### src/hw/spi_usart_pkg.sv
// Contract
// Phase bit set delays the serial clock half a period against the data.
// Polarity clear: clock idles low, data out on rising, sampled on falling.
// Polarity set: clock idles high, data out on falling, sampled on rising.
// Source field: 00 external clock (slave), 01 auxiliary, 1x sub-main (master).
// Pin mode clear is four-pin with slave enable; set is three-pin, enable ignored.
// Transmitter-empty reads 1 only when buffer and shift register are empty.
// Master in four-pin mode: falling slave enable sets the bus conflict flag.
// Overrun sets when a new character lands before the previous one was read.
// Overrun clears on buffer read, on soft reset, or by software write.
// Baud divisor is sixteen bits: high register bits 15..8, low bits 7..0.
// Software keeps the divisor at two or more.
// Software writes the modulation register to zero; it has no effect.
// Receive buffer holds the last character; reading clears overrun and rx flag.
// Seven-bit characters are right-justified, buffer top bit reads zero.
// Software left-justifies seven-bit characters before writing the transmit buffer.
// Characters shift out most significant bit first.
// Any transmit buffer write clears the transmit interrupt flag; a write in a load cycle or under soft reset leaves it set.
// Port enables: bit 6 of first enable register, bit 4 of second.
// Port 0 interrupt enables: transmit bit 7, receive bit 6 of first register.
// Port 1 interrupt enables: transmit bit 5, receive bit 4 of second register.
// Transmit flag at bit 7 of first flag register, set when empty, resets to 1.
// Receive flag at bit 6 of first flag register, set on a complete character.
// Soft reset bit holds all port logic in reset until cleared.
// Master select 1 drives the serial clock; 0 takes it from outside.
// Master clock is source divided by divisor, at most half the source rate.
// Idle enabled shifter takes a buffered character; transmit flag sets again.
package spi_usart_pkg;
    localparam int ADDR_W = 8;
    localparam int DATA_W = 32;
    localparam int BAUD_DIV_W = 16;

    // Byte offsets of the word-aligned registers
    localparam logic [ADDR_W-1:0] OFS_CTRL   = 8'h00;
    localparam logic [ADDR_W-1:0] OFS_TCTL   = 8'h04;
    localparam logic [ADDR_W-1:0] OFS_RCTL   = 8'h08;
    localparam logic [ADDR_W-1:0] OFS_MCTL   = 8'h0c;
    localparam logic [ADDR_W-1:0] OFS_BR_LO  = 8'h10;
    localparam logic [ADDR_W-1:0] OFS_BR_HI  = 8'h14;
    localparam logic [ADDR_W-1:0] OFS_RXBUF  = 8'h18;
    localparam logic [ADDR_W-1:0] OFS_TXBUF  = 8'h1c;
    localparam logic [ADDR_W-1:0] OFS_ME_ONE = 8'h20;
    localparam logic [ADDR_W-1:0] OFS_ME_TWO = 8'h24;
    localparam logic [ADDR_W-1:0] OFS_IE_ONE = 8'h28;
    localparam logic [ADDR_W-1:0] OFS_IE_TWO = 8'h2c;
    localparam logic [ADDR_W-1:0] OFS_IFG    = 8'h30;

    // Field positions
    localparam int CTRL_CHAR_BIT   = 4;
    localparam int CTRL_MASTER_BIT = 1;
    localparam int CTRL_SRST_BIT   = 0;
    localparam int TCTL_PHASE_BIT  = 7;
    localparam int TCTL_POL_BIT    = 6;
    localparam int TCTL_SEL_HI     = 5;
    localparam int TCTL_SEL_LO     = 4;
    localparam int TCTL_PIN_BIT    = 1;
    localparam int TCTL_EMPTY_BIT  = 0;
    localparam int RCTL_CONFL_BIT  = 7;
    localparam int RCTL_OVRUN_BIT  = 5;
    localparam int EN1_SYNC_BIT    = 6;
    localparam int EN2_SYNC_BIT    = 4;
    localparam int IEN1_TX_BIT     = 7;
    localparam int IEN1_RX_BIT     = 6;
    localparam int IEN2_TX_BIT     = 5;
    localparam int IEN2_RX_BIT     = 4;
    localparam int IFG_TX_BIT      = 7;
    localparam int IFG_RX_BIT      = 6;

    // Reset values and writable masks
    localparam logic [7:0] CTRL_RESET = 8'h01;
    localparam logic [7:0] CTRL_WMASK = 8'h3f;
    localparam logic [7:0] TCTL_WMASK = 8'hf2;
    localparam logic [7:0] IFG_RESET  = 8'h80;

    localparam logic [1:0] SRC_EXT = 2'b00;
    localparam logic [1:0] SRC_AUX = 2'b01;
    localparam logic [3:0] CHAR8_BITS = 4'h8;
    localparam logic [3:0] CHAR7_BITS = 4'h7;

    typedef enum logic [1:0] {
        XFER_IDLE  = 2'b01,
        XFER_SHIFT = 2'b10
    } xfer_state_t;
endpackage : spi_usart_pkg

### src/hw/baud_tick_gen.sv
`timescale 1ns/1ps
module baud_tick_gen #(
    parameter int DIV_W = 16
) (
    // Clock and reset
    input  wire logic             sys_clk,
    input  wire logic             reset_n,
    // Control
    input  wire logic             run,
    input  wire logic             src_tick,
    input  wire logic [DIV_W-1:0] divisor,
    // Two pulses per baud period
    output logic                  half_tick
);
    localparam logic [DIV_W-1:0] ONE = 1;
    logic [DIV_W-1:0] cnt_r;

    // Odd divisors give unequal halves; period stays exact
    always_ff @(posedge sys_clk or negedge reset_n) begin
        if (!reset_n) begin
            cnt_r     <= '0;
            half_tick <= 1'b0;
        end else begin
            half_tick <= 1'b0;
            if (!run) begin
                cnt_r <= '0;
            end else if (src_tick) begin
                if (cnt_r == divisor - ONE) begin
                    cnt_r     <= '0;
                    half_tick <= 1'b1;
                end else begin
                    cnt_r <= cnt_r + ONE;
                    if (cnt_r == (divisor >> 1) - ONE) begin
                        half_tick <= 1'b1;
                    end
                end
            end
        end
    end
endmodule : baud_tick_gen

### src/hw/pin_edge.sv
`timescale 1ns/1ps
module pin_edge #(
    parameter logic IDLE = 1'b0
) (
    // Clock and reset
    input  wire logic sys_clk,
    input  wire logic reset_n,
    // Level in, edges out
    input  wire logic level,
    output logic      rise,
    output logic      fall
);
    logic prev_r;

    always_ff @(posedge sys_clk or negedge reset_n) begin
        if (!reset_n) begin
            prev_r <= IDLE;
        end else begin
            prev_r <= level;
        end
    end

    assign rise = level & ~prev_r;
    assign fall = ~level & prev_r;
endmodule : pin_edge

### src/hw/usart_spi_port.sv
// Decided for this implementation: the address map and register access over APB.
`timescale 1ns/1ps
module usart_spi_port (
    // Clock and reset
    input  wire logic                           sys_clk,
    input  wire logic                           reset_n,
    // APB slave
    input  wire logic                           psel,
    input  wire logic                           penable,
    input  wire logic                           pwrite,
    input  wire logic [spi_usart_pkg::ADDR_W-1:0] paddr,
    input  wire logic [spi_usart_pkg::DATA_W-1:0] pwdata,
    output logic      [spi_usart_pkg::DATA_W-1:0] prdata,
    output logic                                pready,
    output logic                                pslverr,
    // Auxiliary baud source, one-cycle enable
    input  wire logic                           aux_clk_tick,
    // Serial pins
    input  wire logic                           sclk_in,
    output logic                                sclk_out,
    output logic                                sclk_oe_n,
    input  wire logic                           simo_in,
    output logic                                simo_out,
    output logic                                simo_oe_n,
    input  wire logic                           somi_in,
    output logic                                somi_out,
    output logic                                somi_oe_n,
    input  wire logic                           slave_enable_pin,
    // Interrupt requests and port 1 enables
    output logic                                tx_irq_req,
    output logic                                rx_irq_req,
    output logic                                port1_sync_enable,
    output logic                                port1_tx_irq_enable,
    output logic                                port1_rx_irq_enable
);
    import spi_usart_pkg::*;

    logic [7:0]  ctrl_r, tctl_r, mctl_r, br0_r, br1_r, rxbuf_r, txbuf_r;
    logic [7:0]  en1_r, en2_r, ien1_r, ien2_r, ifg_r, ifg_nxt;
    logic        conflict_r, overrun_r, txbuf_full_r, sampled_r, dout_r;
    logic [7:0]  tx_sh_r, rx_sh_r, rx_sh_nxt, rd_mux;
    logic [3:0]  bit_cnt_r, nbits;
    logic [4:0]  tog_cnt_r;
    logic        rd_ok, half_tick, s_rise, s_fall, sen_rise, sen_fall;
    xfer_state_t state_r;

    function automatic logic hit(input logic [ADDR_W-1:0] a,
                                 input logic [ADDR_W-1:0] ofs);
        hit = (a == ofs);
    endfunction : hit

    ////////////////////////////////////////////////////////////////////
    // Control decode
    wire soft_reset = ctrl_r[CTRL_SRST_BIT];
    wire master     = ctrl_r[CTRL_MASTER_BIT];
    wire char8      = ctrl_r[CTRL_CHAR_BIT];
    wire phase      = tctl_r[TCTL_PHASE_BIT];
    wire pol        = tctl_r[TCTL_POL_BIT];
    wire pin_mode   = tctl_r[TCTL_PIN_BIT];
    wire [1:0] sel  = tctl_r[TCTL_SEL_HI:TCTL_SEL_LO];
    wire sync_en    = en1_r[EN1_SYNC_BIT];
    wire eng_rst    = soft_reset | ~sync_en;

    // Slave listens only while selected in four-pin mode
    wire selected   = master | pin_mode | ~slave_enable_pin;
    wire slave_on   = ~master & selected & ~eng_rst;
    wire shifting   = (state_r == XFER_SHIFT);
    wire tx_empty   = ~txbuf_full_r & ~shifting;

    ////////////////////////////////////////////////////////////////////
    // APB decode
    wire setup    = psel & ~penable;
    wire acc_done = psel & penable & pready;
    wire wr_en    = acc_done & pwrite;
    wire rd_en    = acc_done & ~pwrite;
    wire wr_ctrl  = wr_en & hit(paddr, OFS_CTRL);
    wire wr_tctl  = wr_en & hit(paddr, OFS_TCTL);
    wire wr_rctl  = wr_en & hit(paddr, OFS_RCTL);
    wire wr_txbuf = wr_en & hit(paddr, OFS_TXBUF);
    wire wr_ifg   = wr_en & hit(paddr, OFS_IFG);
    wire wr_ien1  = wr_en & hit(paddr, OFS_IE_ONE);
    wire rd_rxbuf = rd_en & hit(paddr, OFS_RXBUF);
    wire [7:0] wbyte = pwdata[7:0];

    always_comb begin
        rd_ok  = 1'b1;
        rd_mux = 8'h00;
        unique case (paddr)
            OFS_CTRL:   rd_mux = ctrl_r;
            OFS_TCTL:   rd_mux = {tctl_r[7:1], tx_empty};
            OFS_RCTL:   rd_mux = {conflict_r, 1'b0, overrun_r, 5'h00};
            OFS_MCTL:   rd_mux = mctl_r;
            OFS_BR_LO:  rd_mux = br0_r;
            OFS_BR_HI:  rd_mux = br1_r;
            OFS_RXBUF:  rd_mux = rxbuf_r;
            OFS_TXBUF:  rd_mux = txbuf_r;
            OFS_ME_ONE: rd_mux = en1_r;
            OFS_ME_TWO: rd_mux = en2_r;
            OFS_IE_ONE: rd_mux = ien1_r;
            OFS_IE_TWO: rd_mux = ien2_r;
            OFS_IFG:    rd_mux = ifg_r;
            default:    rd_ok  = 1'b0;
        endcase
    end

    // Zero-wait slave: answer registered in the setup cycle
    always_ff @(posedge sys_clk or negedge reset_n) begin
        if (!reset_n) begin
            pready  <= 1'b0;
            pslverr <= 1'b0;
            prdata  <= '0;
        end else begin
            pready  <= setup;
            pslverr <= setup & ~rd_ok;
            if (setup) begin
                prdata <= (!pwrite && rd_ok) ? {24'h000000, rd_mux} : '0;
            end
        end
    end

    ////////////////////////////////////////////////////////////////////
    // Clock generation and edge selection
    baud_tick_gen #(.DIV_W(BAUD_DIV_W)) u_baud (
        .sys_clk  (sys_clk),
        .reset_n  (reset_n),
        .run      (master & shifting & ~eng_rst),
        .src_tick ((sel == SRC_AUX) ? aux_clk_tick : sel[1]),
        .divisor  ({br1_r, br0_r}),
        .half_tick(half_tick)
    );

    pin_edge #(.IDLE(1'b0)) u_sclk_edge (
        .sys_clk(sys_clk),
        .reset_n(reset_n),
        .level  (sclk_in),
        .rise   (s_rise),
        .fall   (s_fall)
    );

    pin_edge #(.IDLE(1'b1)) u_sen_edge (
        .sys_clk(sys_clk),
        .reset_n(reset_n),
        .level  (slave_enable_pin),
        .rise   (sen_rise),
        .fall   (sen_fall)
    );

    // Master edges come from the toggle itself so data and clock move together
    wire m_tick   = half_tick & shifting & master;
    wire rise     = master ? (m_tick & ~sclk_out) : (s_rise & slave_on);
    wire fall     = master ? (m_tick & sclk_out) : (s_fall & slave_on);
    // Delayed phase swaps which edge samples
    wire smp_rise = pol ^ phase;
    wire smp_edge = smp_rise ? rise : fall;
    wire out_edge = smp_rise ? fall : rise;
    wire din      = master ? somi_in : simo_in;
    wire rx_act   = master ? shifting : slave_on;

    assign nbits     = char8 ? CHAR8_BITS : CHAR7_BITS;
    assign rx_sh_nxt = {rx_sh_r[6:0], din};

    wire rx_done    = smp_edge & rx_act & (bit_cnt_r == nbits - 4'h1);
    wire load_go    = ~shifting & txbuf_full_r & ~eng_rst
                      & (master | (slave_on & (bit_cnt_r == 4'h0)));
    wire master_end = m_tick & (tog_cnt_r == {nbits, 1'b0} - 5'h01);
    wire xfer_end   = shifting & (master ? master_end : rx_done);

    ////////////////////////////////////////////////////////////////////
    // Shift engine
    always_ff @(posedge sys_clk or negedge reset_n) begin
        if (!reset_n) begin
            state_r   <= XFER_IDLE;
            tx_sh_r   <= '0;
            rx_sh_r   <= '0;
            bit_cnt_r <= '0;
            tog_cnt_r <= '0;
            sampled_r <= 1'b0;
            sclk_out  <= 1'b0;
            dout_r    <= 1'b0;
        end else if (eng_rst) begin
            state_r   <= XFER_IDLE;
            bit_cnt_r <= '0;
            tog_cnt_r <= '0;
            sampled_r <= 1'b0;
            sclk_out  <= pol;
        end else begin
            if (!master && !selected) begin
                bit_cnt_r <= '0;
                sampled_r <= 1'b0;
            end
            if (!shifting) begin
                sclk_out <= pol;
            end
            if (load_go) begin
                state_r   <= XFER_SHIFT;
                tx_sh_r   <= txbuf_r;
                dout_r    <= txbuf_r[7];
                tog_cnt_r <= '0;
                sampled_r <= 1'b0;
            end else begin
                if (m_tick) begin
                    sclk_out  <= ~sclk_out;
                    tog_cnt_r <= tog_cnt_r + 5'h01;
                end
                if (smp_edge && rx_act) begin
                    rx_sh_r   <= rx_sh_nxt;
                    bit_cnt_r <= rx_done ? 4'h0 : bit_cnt_r + 4'h1;
                    sampled_r <= 1'b1;
                end
                if (out_edge && sampled_r && shifting) begin
                    tx_sh_r   <= {tx_sh_r[6:0], 1'b0};
                    dout_r    <= tx_sh_r[6];
                    sampled_r <= 1'b0;
                end
                if (xfer_end) begin
                    state_r <= XFER_IDLE;
                end
            end
        end
    end

    assign simo_out = dout_r;
    assign somi_out = dout_r;

    always_ff @(posedge sys_clk or negedge reset_n) begin
        if (!reset_n) begin
            sclk_oe_n <= 1'b1;
            simo_oe_n <= 1'b1;
            somi_oe_n <= 1'b1;
        end else begin
            sclk_oe_n <= ~(master & ~eng_rst);
            simo_oe_n <= ~(master & ~eng_rst);
            somi_oe_n <= ~slave_on;
        end
    end

    ////////////////////////////////////////////////////////////////////
    // Configuration registers
    always_ff @(posedge sys_clk or negedge reset_n) begin
        if (!reset_n) begin
            ctrl_r <= CTRL_RESET;
            tctl_r <= 8'h00;
            mctl_r <= 8'h00;
            br0_r  <= 8'h00;
            br1_r  <= 8'h00;
            en1_r  <= 8'h00;
            en2_r  <= 8'h00;
            ien2_r <= 8'h00;
        end else begin
            if (wr_ctrl) ctrl_r <= wbyte & CTRL_WMASK;
            if (wr_tctl) tctl_r <= wbyte & TCTL_WMASK;
            if (wr_en && hit(paddr, OFS_MCTL)) mctl_r <= wbyte;
            if (wr_en && hit(paddr, OFS_BR_LO)) br0_r <= wbyte;
            if (wr_en && hit(paddr, OFS_BR_HI)) br1_r <= wbyte;
            if (wr_en && hit(paddr, OFS_ME_ONE)) en1_r <= wbyte;
            if (wr_en && hit(paddr, OFS_ME_TWO)) en2_r <= wbyte;
            if (wr_en && hit(paddr, OFS_IE_TWO)) ien2_r <= wbyte;
        end
    end

    // Port 0 interrupt enables drop under soft reset
    always_ff @(posedge sys_clk or negedge reset_n) begin
        if (!reset_n) begin
            ien1_r <= 8'h00;
        end else if (wr_ien1) begin
            ien1_r <= wbyte;
        end else if (soft_reset) begin
            ien1_r[IEN1_TX_BIT] <= 1'b0;
            ien1_r[IEN1_RX_BIT] <= 1'b0;
        end
    end

    ////////////////////////////////////////////////////////////////////
    // Data buffers
    always_ff @(posedge sys_clk or negedge reset_n) begin
        if (!reset_n) begin
            txbuf_r      <= 8'h00;
            txbuf_full_r <= 1'b0;
        end else begin
            if (load_go || soft_reset) begin
                txbuf_full_r <= 1'b0;
            end
            // New data wins over a same-cycle load
            if (wr_txbuf) begin
                txbuf_r      <= wbyte;
                txbuf_full_r <= ~soft_reset;
            end
        end
    end

    always_ff @(posedge sys_clk or negedge reset_n) begin
        if (!reset_n) begin
            rxbuf_r <= 8'h00;
        end else if (rx_done) begin
            rxbuf_r <= char8 ? rx_sh_nxt : {1'b0, rx_sh_nxt[6:0]};
        end
    end

    ////////////////////////////////////////////////////////////////////
    // Status flags; hardware set wins over every clear but soft reset
    always_ff @(posedge sys_clk or negedge reset_n) begin
        if (!reset_n) begin
            overrun_r  <= 1'b0;
            conflict_r <= 1'b0;
        end else if (soft_reset) begin
            overrun_r  <= 1'b0;
            conflict_r <= 1'b0;
        end else begin
            if (rx_done && ifg_r[IFG_RX_BIT]) begin
                overrun_r <= 1'b1;
            end else if (rd_rxbuf) begin
                overrun_r <= 1'b0;
            end else if (wr_rctl) begin
                overrun_r <= wbyte[RCTL_OVRUN_BIT];
            end
            if (master && !pin_mode && sen_fall) begin
                conflict_r <= 1'b1;
            end else if (wr_rctl) begin
                conflict_r <= wbyte[RCTL_CONFL_BIT];
            end
        end
    end

    always_comb begin
        ifg_nxt = wr_ifg ? wbyte : ifg_r;
        if (rd_rxbuf) ifg_nxt[IFG_RX_BIT] = 1'b0;
        if (wr_txbuf) ifg_nxt[IFG_TX_BIT] = 1'b0;
        if (load_go) ifg_nxt[IFG_TX_BIT] = 1'b1;
        if (rx_done) ifg_nxt[IFG_RX_BIT] = 1'b1;
        if (soft_reset) begin
            ifg_nxt[IFG_TX_BIT] = 1'b1;
            ifg_nxt[IFG_RX_BIT] = 1'b0;
        end
    end

    always_ff @(posedge sys_clk or negedge reset_n) begin
        if (!reset_n) begin
            ifg_r <= IFG_RESET;
        end else begin
            ifg_r <= ifg_nxt;
        end
    end

    always_ff @(posedge sys_clk or negedge reset_n) begin
        if (!reset_n) begin
            tx_irq_req          <= 1'b0;
            rx_irq_req          <= 1'b0;
            port1_sync_enable   <= 1'b0;
            port1_tx_irq_enable <= 1'b0;
            port1_rx_irq_enable <= 1'b0;
        end else begin
            tx_irq_req          <= ifg_r[IFG_TX_BIT] & ien1_r[IEN1_TX_BIT];
            rx_irq_req          <= ifg_r[IFG_RX_BIT] & ien1_r[IEN1_RX_BIT];
            port1_sync_enable   <= en2_r[EN2_SYNC_BIT];
            port1_tx_irq_enable <= ien2_r[IEN2_TX_BIT];
            port1_rx_irq_enable <= ien2_r[IEN2_RX_BIT];
        end
    end
endmodule : usart_spi_port

### config.mk
export PLATFORM = sky130hd
export DESIGN_NAME = usart_spi_port
export DESIGN_NICKNAME = d
export VERILOG_FILES = /design/src/hw/spi_usart_pkg.sv /design/src/hw/baud_tick_gen.sv /design/src/hw/pin_edge.sv /design/src/hw/usart_spi_port.sv
export SDC_FILE = /design/constraint.sdc
export NUM_CORES = 1
export LEC_CHECK = 0
export ABC_AREA = 1
export BUFFER_PORTS_ARGS = -buffer_cell sky130_fd_sc_hd__buf_2
export CAP_MARGIN = 40
export CORE_MARGIN = 4
export CORE_UTILIZATION = 55
export DETAILED_ROUTE_END_ITERATION = 10
export PLACE_DENSITY = 0.75
export SETUP_SLACK_MARGIN = 0.3
export SLEW_MARGIN = 15
export SYNTH_ARGS = -nofsm -noshare
export SYNTH_HDL_FRONTEND = slang
export SYNTH_SLANG_ARGS = --single-unit
### constraint.sdc
create_clock -name sys_clk -period 2.3 [get_ports sys_clk]
set_input_delay 0.46 -clock sys_clk [delete_from_list [all_inputs] [get_ports sys_clk]]
set_output_delay 0.46 -clock sys_clk [all_outputs]
set_load 0.005 [all_outputs]
**Word-level counts from Yosys, hierarchy flattened**

Cells that the tools add are included.

- Register bits: 182
- Output and inout bits: 45
- Bits of input ports: 50
- Logic and storage cells: 220

- Reduce and logical (&&, ||, !) cells: 34
- Muxes and demuxes: 61
- Bitwise operators: 59
- Add/sub/neg operators: 7
- Equality and inequality tests: 19

Operators with widths:

| cell | count |
|---|---|
| 8-bit one-hot mux with 13 select lines | 1 |
| 16-bit 2-to-1 mux | 3 |
| 8-bit by 6-bit equality test with 1-bit output, second input constant | 5 |
| 1-bit bitwise AND | 38 |
| 1-bit 2-to-1 mux | 37 |
| 16-bit equality test | 2 |
| 8-bit by 5-bit equality test with 1-bit output, second input constant | 4 |
| 4-bit 2-to-1 mux | 6 |
| 8-bit 2-to-1 mux | 3 |
| 16-bit by 1-bit adder with 16-bit output, second input constant | 1 |
| 8-bit by 4-bit equality test with 1-bit output, second input constant | 2 |
| 1-bit NOT | 16 |
| 15-bit by 1-bit subtractor with 16-bit output, second input constant | 1 |
| 16-bit by 1-bit subtractor with 16-bit output, second input constant | 1 |
| 5-bit 2-to-1 mux | 3 |
| 1-bit logical AND | 14 |
| 7-bit 2-to-1 mux | 2 |
| 13-bit OR reduction | 1 |
| 2-bit 2-to-1 mux | 6 |
| 4-bit nonzero test | 3 |
| 3-bit nonzero test | 3 |
| 8-bit by 3-bit equality test with 1-bit output, second input constant | 1 |
| 8-bit logical NOT | 1 |
| 2-bit nonzero test | 3 |
| other kinds (17) | 23 |

**Depth between registers and ports, before layout**

Gate-level depths: netlist (run 1).

- Depth in word-level cells: 14
- Gate-level depth with buffers: 15
- Depth with buffers taken out: 14

**Cells and area by module**

Synthesis (run 1) repeated with hierarchy kept, for this count alone.

- Cells, all modules: 1221
- Area, all modules: 9014.9 sq um

Modules (own cells, without submodules):

| module | cells each | seq. area each (sq um) | times used | area an instance (sq um) |
|---|---|---|---|---|
| usart_spi_port | 830 | 3484.6 | 1 | 6770.2 |
| baud_tick_gen | 381 | 425.4 | 1 | 2163.3 |
| pin_edge (u_sen_edge) | 5 | 26.3 | 1 | 41.3 |
| pin_edge (u_sclk_edge) | 5 | 25.0 | 1 | 40.0 |

**Least setup slack after synthesis (run 1)**

Ideal clock, no wire load.

- Kind: register to register
- Start: register br0_r[1]
- End: register u_baud.cnt_r[11]
- Setup time: 0.117 ns
- Required time: 2.183 ns
- Arrival: 1.774 ns
- Path buffers: 1
- Stages on the path, launching flop included: 15
- Clock period less this slack: 1.892 ns
- Setup slack: 0.408 ns
- Cell sequence: dfrtp_1 -> inv_1 -> ha_1 -> nand2_1 -> nand2_1 -> nand2_1 -> nand2_1 -> nand2_1 -> nor2_1 -> nand2_1 -> nor2_2 -> nand4_4 -> buf_6 -> nand3_1 -> nand2_1

- Cells in the longest elaborated chain, start to end: 5

RTL lines:

| item | RTL line | RTL |
|---|---|---|
| start: declaration | usart_spi_port.sv:38 | `logic [7:0] ctrl_r, tctl_r, mctl_r, br0_r, br1_r, rxbuf_r, txbuf_r;` |
| start signal: assignment | usart_spi_port.sv:253 | `if (wr_en && hit(paddr, OFS_BR_LO)) br0_r <= wbyte;` |
| 16-bit by 1-bit subtractor with 16-bit output | baud_tick_gen.sv:28 | `if (cnt_r == divisor - ONE) begin` |
| 16-bit equality test | baud_tick_gen.sv:28 |  |
| 16-bit 2-to-1 mux | baud_tick_gen.sv:28 |  |
| 16-bit 2-to-1 mux | baud_tick_gen.sv:27 | `end else if (src_tick) begin` |
| 16-bit 2-to-1 mux | baud_tick_gen.sv:25 | `if (!run) begin` |
| end signal: assignment | baud_tick_gen.sv:32 | `cnt_r <= cnt_r + ONE;` |
| end: declaration | baud_tick_gen.sv:16 | `logic [DIV_W-1:0] cnt_r;` |

Every way passes these cells. The select of a mux whose other input is x is not followed.
A chain may end at the register's enable or synchronous reset.

**Worst setup path after layout (run 1)**

- Start: register br0_r[1]
- End: register u_baud.cnt_r[8]

Same word-level chain as after synthesis.

==> results.sh, run 1 <==
export IMPL_vias_per_cell=5.392
export IMPL_synth_seq_area_share=0.4255
export IMPL_ys_types=49
export IMPL_clkTransAtPathRegs_ps=70
export IMPL_cts_buffers=17
export IMPL_relSlewSlack=0.6363
export IMPL_clk_latency_ps=430
export IMPL_period_share=0.8579
export IMPL_synthArstFlopShare=1.000
export IMPL_final_hold_viol_count=0
export IMPL_synthCells=1254
export IMPL_antenna_cells=0
export IMPL_core_um2=16580
export IMPL_grt_pass1_vias=7938
export IMPL_reg2reg_from="br0_r[1]"
export IMPL_cp_start_kind="flip-flop"
export IMPL_synth_simple_area_share=0.3255
export IMPL_cap_viol_max_count=0
export IMPL_place_hpwl_um=18320
export IMPL_power_switching_mw=1.454
export IMPL_firstDrtPassIters=5
export IMPL_numClockSinks=158
export IMPL_routabilityCongestion=0.9264
export IMPL_port_buffers=46
export IMPL_r2r_cells=11
export IMPL_multi_input_area_um2=4686
export IMPL_worstSetupStartpoint="br0_r[1]"
export IMPL_ys_flop_type="dfrtp_1"
export IMPL_top_register="u_baud.cnt_r"
export IMPL_cts_root_buf="clkbuf_16"
export IMPL_path_max_fanout=9
export IMPL_p_leak_nw=5.248
export IMPL_fin_nets=1373
export IMPL_ys_ff_latch=158
export IMPL_wl_um=24930
export IMPL_synth_adder_area_share=0.008063
export IMPL_seq_power_share=0.487
export IMPL_die_x_um=138.1
export IMPL_synth_xor_area_share=0.03938
export IMPL_setup_violations_final=0
export IMPL_grt_usage=0.2604
export IMPL_cts_path_max_buffers=2
export IMPL_slowest_stage="dfrtp_1"
export IMPL_drt_iter0_markers=601
export IMPL_fmax_ghz=0.5068
export IMPL_pwr_share_comb=0.047
export IMPL_vias=8357
export IMPL_cp_common_cell="nand2_2"
export IMPL_slew_violations=0
export IMPL_start_util=0.5614
export IMPL_layout_common_cells="nand2_1, dfrtp_1, inv_1"
export IMPL_p_int_mw=4.315
export IMPL_fin_crit_ps=1973
export IMPL_syn_avg_cell_area_um2=7.424
export IMPL_max_stage_delay_ps=400
export IMPL_postCtsHoldBufs=0
export IMPL_area_growth_pct=13.32
export IMPL_synthesis_area_um2=9310
export IMPL_vdd_drop_max_mv=0.5858
export IMPL_grt_pass1_wl_um=40430
export IMPL_wire_per_inst_um=16.08
export IMPL_regToRegSetupSlack_ps=330
export IMPL_cellPowerDensity_nw_per_um2=546.8
export IMPL_htreeDepth=4
export IMPL_regArea_um2=3969
export IMPL_status="finished, final reports clean"
export IMPL_grt_max_degree=54
export IMPL_p_sw_frac=0.2520
export IMPL_largest_reg_flops=16
export IMPL_die_area_um2=19070
export IMPL_route_detailed_drc=0
export IMPL_holdWs_ps=0.1779
export IMPL_ioPinCount=95
export IMPL_postRouteAntennaNets=0
export IMPL_synth_top_family_by_area="simple AND/OR/NAND/NOR gates"
export IMPL_rsz0062_at_grt="yes"
export IMPL_synth_mux_area_frac=0
export IMPL_cp_end_kind="flip-flop"
export IMPL_antenna_found_initial=0
export IMPL_cts_tree="built"
export IMPL_critical_path_arrival_ps=2280
export IMPL_finClkSkew_ps=11.64
export IMPL_path_class="reg2reg"
export IMPL_layout_commonest_cell="nand2_1"
export IMPL_rows=47
export IMPL_hp_class="in2async"
export IMPL_gr_total_overflow=0
export IMPL_r2r_end="u_baud.cnt_r[8]"
export IMPL_yosysWarnings=0
export IMPL_die_h_um=138.1
export IMPL_tightest_slew_ps=545.0
export IMPL_cp_cell_sequence="inv_2 > ha_4 > inv_1 > nor2_8 > nand4_1 > nand2_2 > nand2_2 > nor2_4 > nand4_4 > nand3_1 > nand2_1"
export IMPL_synth_edf_count=0
export IMPL_synth_compound_gate_area_share=0.1037
export IMPL_nFillCells=1483
export IMPL_cp_required_ps=2610
export IMPL_pwr_share_clk=0.466
export IMPL_fin_tns_setup_ps=0
export IMPL_drive_gt1_frac=0.1647
## what timing repair did
action	CTS	global route
gates resized for setup	12	32
buffers inserted	0	7
gates cloned	1	0
endpoints found under the setup margin	21	42
endpoints found under the hold margin	0	0
pin swaps	3	8
## how the worst max path moves through the flow
stage,slack [ps],endpoint,cells past startpoint
after floorplan,410,u_baud.cnt_r[11],14
after global placement,140,u_baud.cnt_r[3],13
after detailed placement,70,u_baud.cnt_r[9],13
after CTS,310,u_baud.cnt_r[12],12
after global routing,170,u_baud.cnt_r[12],12
final,330,u_baud.cnt_r[8],11
## per-stage QoR
stage / setup WS, ps / std cells / util / total power [mW] / area, um^2
global placement: 142.2 / 1510 / 0.5880 / 3.124 / 9751
global route: 166.1 / 1550 / 0.6362 / 5.962 / 10550
CTS: 309.4 / 1543 / 0.6258 / 5.795 / 10380
detailed placement: 71.44 / 1510 / 0.5880 / 3.127 / 9751
finish: 326.9 / 1550 / 0.6362 / 5.769 / 10550
floorplan: 408.3 / 1277 / - / 3.006 / 9397
## power groups by stage
stage	Clock [mW]	Sequential [mW]	Combinational [mW]
after floorplan	0	2.85	0.151
after global placement	0	2.86	0.266
after detailed placement	0	2.86	0.269
after CTS	2.72	2.81	0.272
after global routing	2.85	2.81	0.309
final	2.69	2.81	0.274
## cell type report
cell class	count	share of cell area
inverter	139	0.04969
timing repair buffer	80	0.05052
sequential	158	0.3762
multi-input combinational	921	0.4441
clock inverter	14	0.01174
tap	220	0.02609
clock buffer	18	0.04163
## cell families (layout without fill, tap and decap cells)
family          after synthesis  in the layout
fa+ha+maj                     6              6
flops                       158            158
other cells                   1             24
simple gates                671            672
compound gates              178            178
xor+xnor                     41             41
buf+inv                     199            251
## synth_stat cells (3+ instances only)
library cell,n,area share
buf_4,27,0.022
nand3_1,99,0.053
dfstp_2,6,0.017
nor4_1,3,0.0020
dfrtp_1,152,0.41
xor2_1,23,0.022
nor3_1,9,0.0048
buf_2,17,0.0091
a21oi_1,15,0.0081
o211ai_1,3,0.0024
o21ai_0,121,0.065
o22ai_1,6,0.0040
nor2_2,13,0.0087
buf_6,5,0.0060
ha_1,6,0.0081
inv_2,12,0.0048
nand3b_1,3,0.0024
o21a_1,7,0.0056
xnor2_1,17,0.016
a211oi_1,4,0.0032
nor2_4,16,0.019
o21ai_1,12,0.0065
nand4_1,20,0.013
nor2_1,89,0.036
nand2_1,392,0.16
clkbuf_1,11,0.0044
nand2_2,13,0.0087
inv_1,126,0.051
## routing by layer
layer / global-route usage / part of all wire / vias up / routed length (um)
li1: - / - / 4084 / -
met1: 0.3456 / 0.43 / 3907 / 10640
met3: 0.05387 / 0.061 / 68 / 1525
met5: 0 / 0 / - / 0
met2: 0.4198 / 0.47 / 298 / 11820
met4: 0.1061 / 0.038 / 0 / 944
## critical path, delay by kind of cell, from the launching register on
kind / cells / cell delay, ps
buf+inv: 2 / 250
fa+ha+maj: 1 / 180
flops: 1 / 400
simple gates: 8 / 1030
No activity file was read; power rests on OpenSTA's default activity.
==> run 2: changes to the inputs <==
==> constraint.sdc (replaced) <==
create_clock -name sys_clk -period 2.3 [get_ports sys_clk]
set_input_delay 0.345 -clock sys_clk [delete_from_list [all_inputs] [get_ports sys_clk]]
set_output_delay 0.345 -clock sys_clk [all_outputs]
set_load 0.005 [all_outputs]
==> results.sh, run 2 (synthesis gave the netlist of run 1 again) <==
export IMPL_cts_buffers=17
export IMPL_vias_per_cell=5.431
export IMPL_slowest_stage="dfrtp_1"
export IMPL_path_class="reg2reg"
export IMPL_holdWs_ps=30.97
export IMPL_fin_tns_setup_ps=0
export IMPL_layout_common_cells="nand2_1, dfrtp_1, inv_1, o21ai_0, nand3_1"
export IMPL_status="finished, final reports clean"
export IMPL_numClockSinks=158
export IMPL_core_um2=16580
export IMPL_port_buffers=46
export IMPL_cp_end_kind="flip-flop"
export IMPL_htreeDepth=4
export IMPL_cap_viol_max_count=0
export IMPL_grt_max_degree=52
export IMPL_antenna_cells=0
export IMPL_place_hpwl_um=18260
export IMPL_final_hold_viol_count=0
export IMPL_start_util=0.5614
export IMPL_hp_class="in2reg"
export IMPL_firstDrtPassIters=5
export IMPL_cp_top_family="simple AND/OR/NAND/NOR gates"
export IMPL_pwr_share_comb=0.047
export IMPL_cts_root_buf="clkbuf_16"
export IMPL_top_register="u_baud.cnt_r"
export IMPL_cellPowerDensity_nw_per_um2=554.7
export IMPL_fin_nets=1384
export IMPL_rows=47
export IMPL_seq_power_share=0.471
export IMPL_cts_path_max_buffers=2
export IMPL_area_growth_pct=15.31
export IMPL_die_area_um2=19070
export IMPL_p_sw_frac=0.2578
export IMPL_antenna_found_initial=0
export IMPL_cp_start_kind="flip-flop"
export IMPL_die_x_um=138.1
export IMPL_drt_iter0_markers=842
export IMPL_cts_tree="built"
export IMPL_power_switching_mw=1.535
export IMPL_wl_um=25560
export IMPL_wire_per_inst_um=16.38
export IMPL_p_int_mw=4.420
export IMPL_clk_latency_ps=430
export IMPL_route_detailed_drc=0
export IMPL_grt_usage=0.2627
export IMPL_p_leak_nw=5.343
export IMPL_rsz0062_at_grt="yes"
export IMPL_max_stage_delay_ps=400
export IMPL_cp_cell_sequence="inv_2 > ha_4 > inv_1 > nand2_1 > nand3_1 > nand2_2 > nand2_1 > nor2_1 > nand2_1 > nor2_4 > nand4_4 > nand3_2 > nand2_2"
export IMPL_layout_commonest_cell="nand2_1"
export IMPL_tightest_slew_ps=561.6
export IMPL_cp_required_ps=2620
export IMPL_critPathBufInv=2
export IMPL_vias=8478
export IMPL_final_util=0.6474
export IMPL_routabilityCongestion=0.9612
export IMPL_grt_pass1_wl_um=40450
export IMPL_die_h_um=138.1
export IMPL_grt_pass1_vias=7822
export IMPL_fmax_ghz=0.4956
export IMPL_vdd_drop_max_mv=0.6844
export IMPL_cp_common_cell="nand2_1"
export IMPL_postRouteAntennaNets=0
export IMPL_path_max_fanout=7
export IMPL_relSlewSlack=0.6252
export IMPL_drive_gt1_frac=0.1827
export IMPL_largest_reg_flops=16
export IMPL_fin_crit_ps=2018
export IMPL_finClkSkew_ps=10.06
export IMPL_period_share=0.8772
export IMPL_clkTransAtPathRegs_ps=70
export IMPL_pwr_share_clk=0.482
export IMPL_slew_violations=0
export IMPL_setup_violations_final=0
export IMPL_ioPinCount=95
export IMPL_gr_total_overflow=0
export IMPL_critical_path_arrival_ps=2340
-- run 2: cell types whose count changed in the layout (fill, tap and decap cells not counted), moves of 2 or more --
| cell | change |
|---|---|
| buf_4 | +9 |
| nand2_4 | +5 |
| inv_1 | -4 |
| dfrtp_1 | -3 |
| dfrtp_2 | +3 |
| inv_4 | +3 |
| nand2_1 | -3 |
| nand3_1 | -3 |
| clkinvlp_4 | -2 |
| inv_8 | +2 |
| nand3_2 | +2 |
| nor2_1 | -2 |
| nor2_4 | +2 |
-- run 2: worst paths after layout --
path | depth (start not counted) | slack [ps] | endpoint | startpoint
setup / recovery | 13 | 280 | u_baud.cnt_r[0] | br0_r[1]
hold / removal | 1 | 30 | u_sen_edge.prev_r | slave_enable_pin
setup reg to reg | 13 | 280 | u_baud.cnt_r[0] | br0_r[1]
hold reg to reg | 0 | 420 | port1_tx_irq_enable | ien2_r[5]
max in group asynchronous | 3 | 1170 | en2_r[7] | reset_n
min in group asynchronous | 2 | 410 | tog_cnt_r[1] | reset_n
-- run 2: cell type report --
class	count	area [um^2]
Clock buffer	17	425.4
Fill cell	1453	5848
Timing Repair Buffer	90	601.8
Clock inverter	15	172.7
Sequential cell	158	3973
Inverter	139	531.8
Multi-Input combinational cell	922	4756
Tap cell	220	275.3
-- run 2: metal layers --
| metal | vias to the layer above | global-route usage | share of wire | routed length [um] |
|---|---|---|---|---|
| met5 | - | 0 | 0 | 0 |
| met4 | 0 | 0.09152 | 0.031 | 794 |
| met3 | 65 | 0.04351 | 0.071 | 1805 |
| met2 | 357 | 0.4242 | 0.48 | 12210 |
| met1 | 3941 | 0.3623 | 0.42 | 10760 |
| li1 | 4115 | - | - | - |
-- run 2: power by group through the flow --
| stage | Sequential, mW | Combinational, mW | Clock [mW] |
|---|---|---|---|
| 5_1_grt | 2.81 | 0.313 | 3.02 |
| 4_1_cts | 2.81 | 0.271 | 2.88 |
| 2_1_floorplan | 2.85 | 0.151 | 0 |
| 3_5_place_dp | 2.86 | 0.265 | 0 |
| 6_report | 2.81 | 0.280 | 2.87 |
| 3_3_place_gp | 2.86 | 0.262 | 0 |
-- run 2: repair_timing --
action,CTS,global route
setup buffers,2,16
gates resized for setup,14,56
endpoints found under the hold margin,39,0
hold buffers,1,0
gates cloned,1,1
pin swaps,4,31
endpoints found under the setup margin,28,40
-- run 2: stage by stage --
step	cells	setup WS (ps)	total power [mW]	area (um^2)
floorplan	1277	408.3	3.006	9397
global placement	1508	163.4	3.119	9723
detailed placement	1508	79.12	3.123	9723
CTS	1544	307.2	5.962	10430
global route	1561	181.0	6.142	10740
finish	1561	282.4	5.955	10740
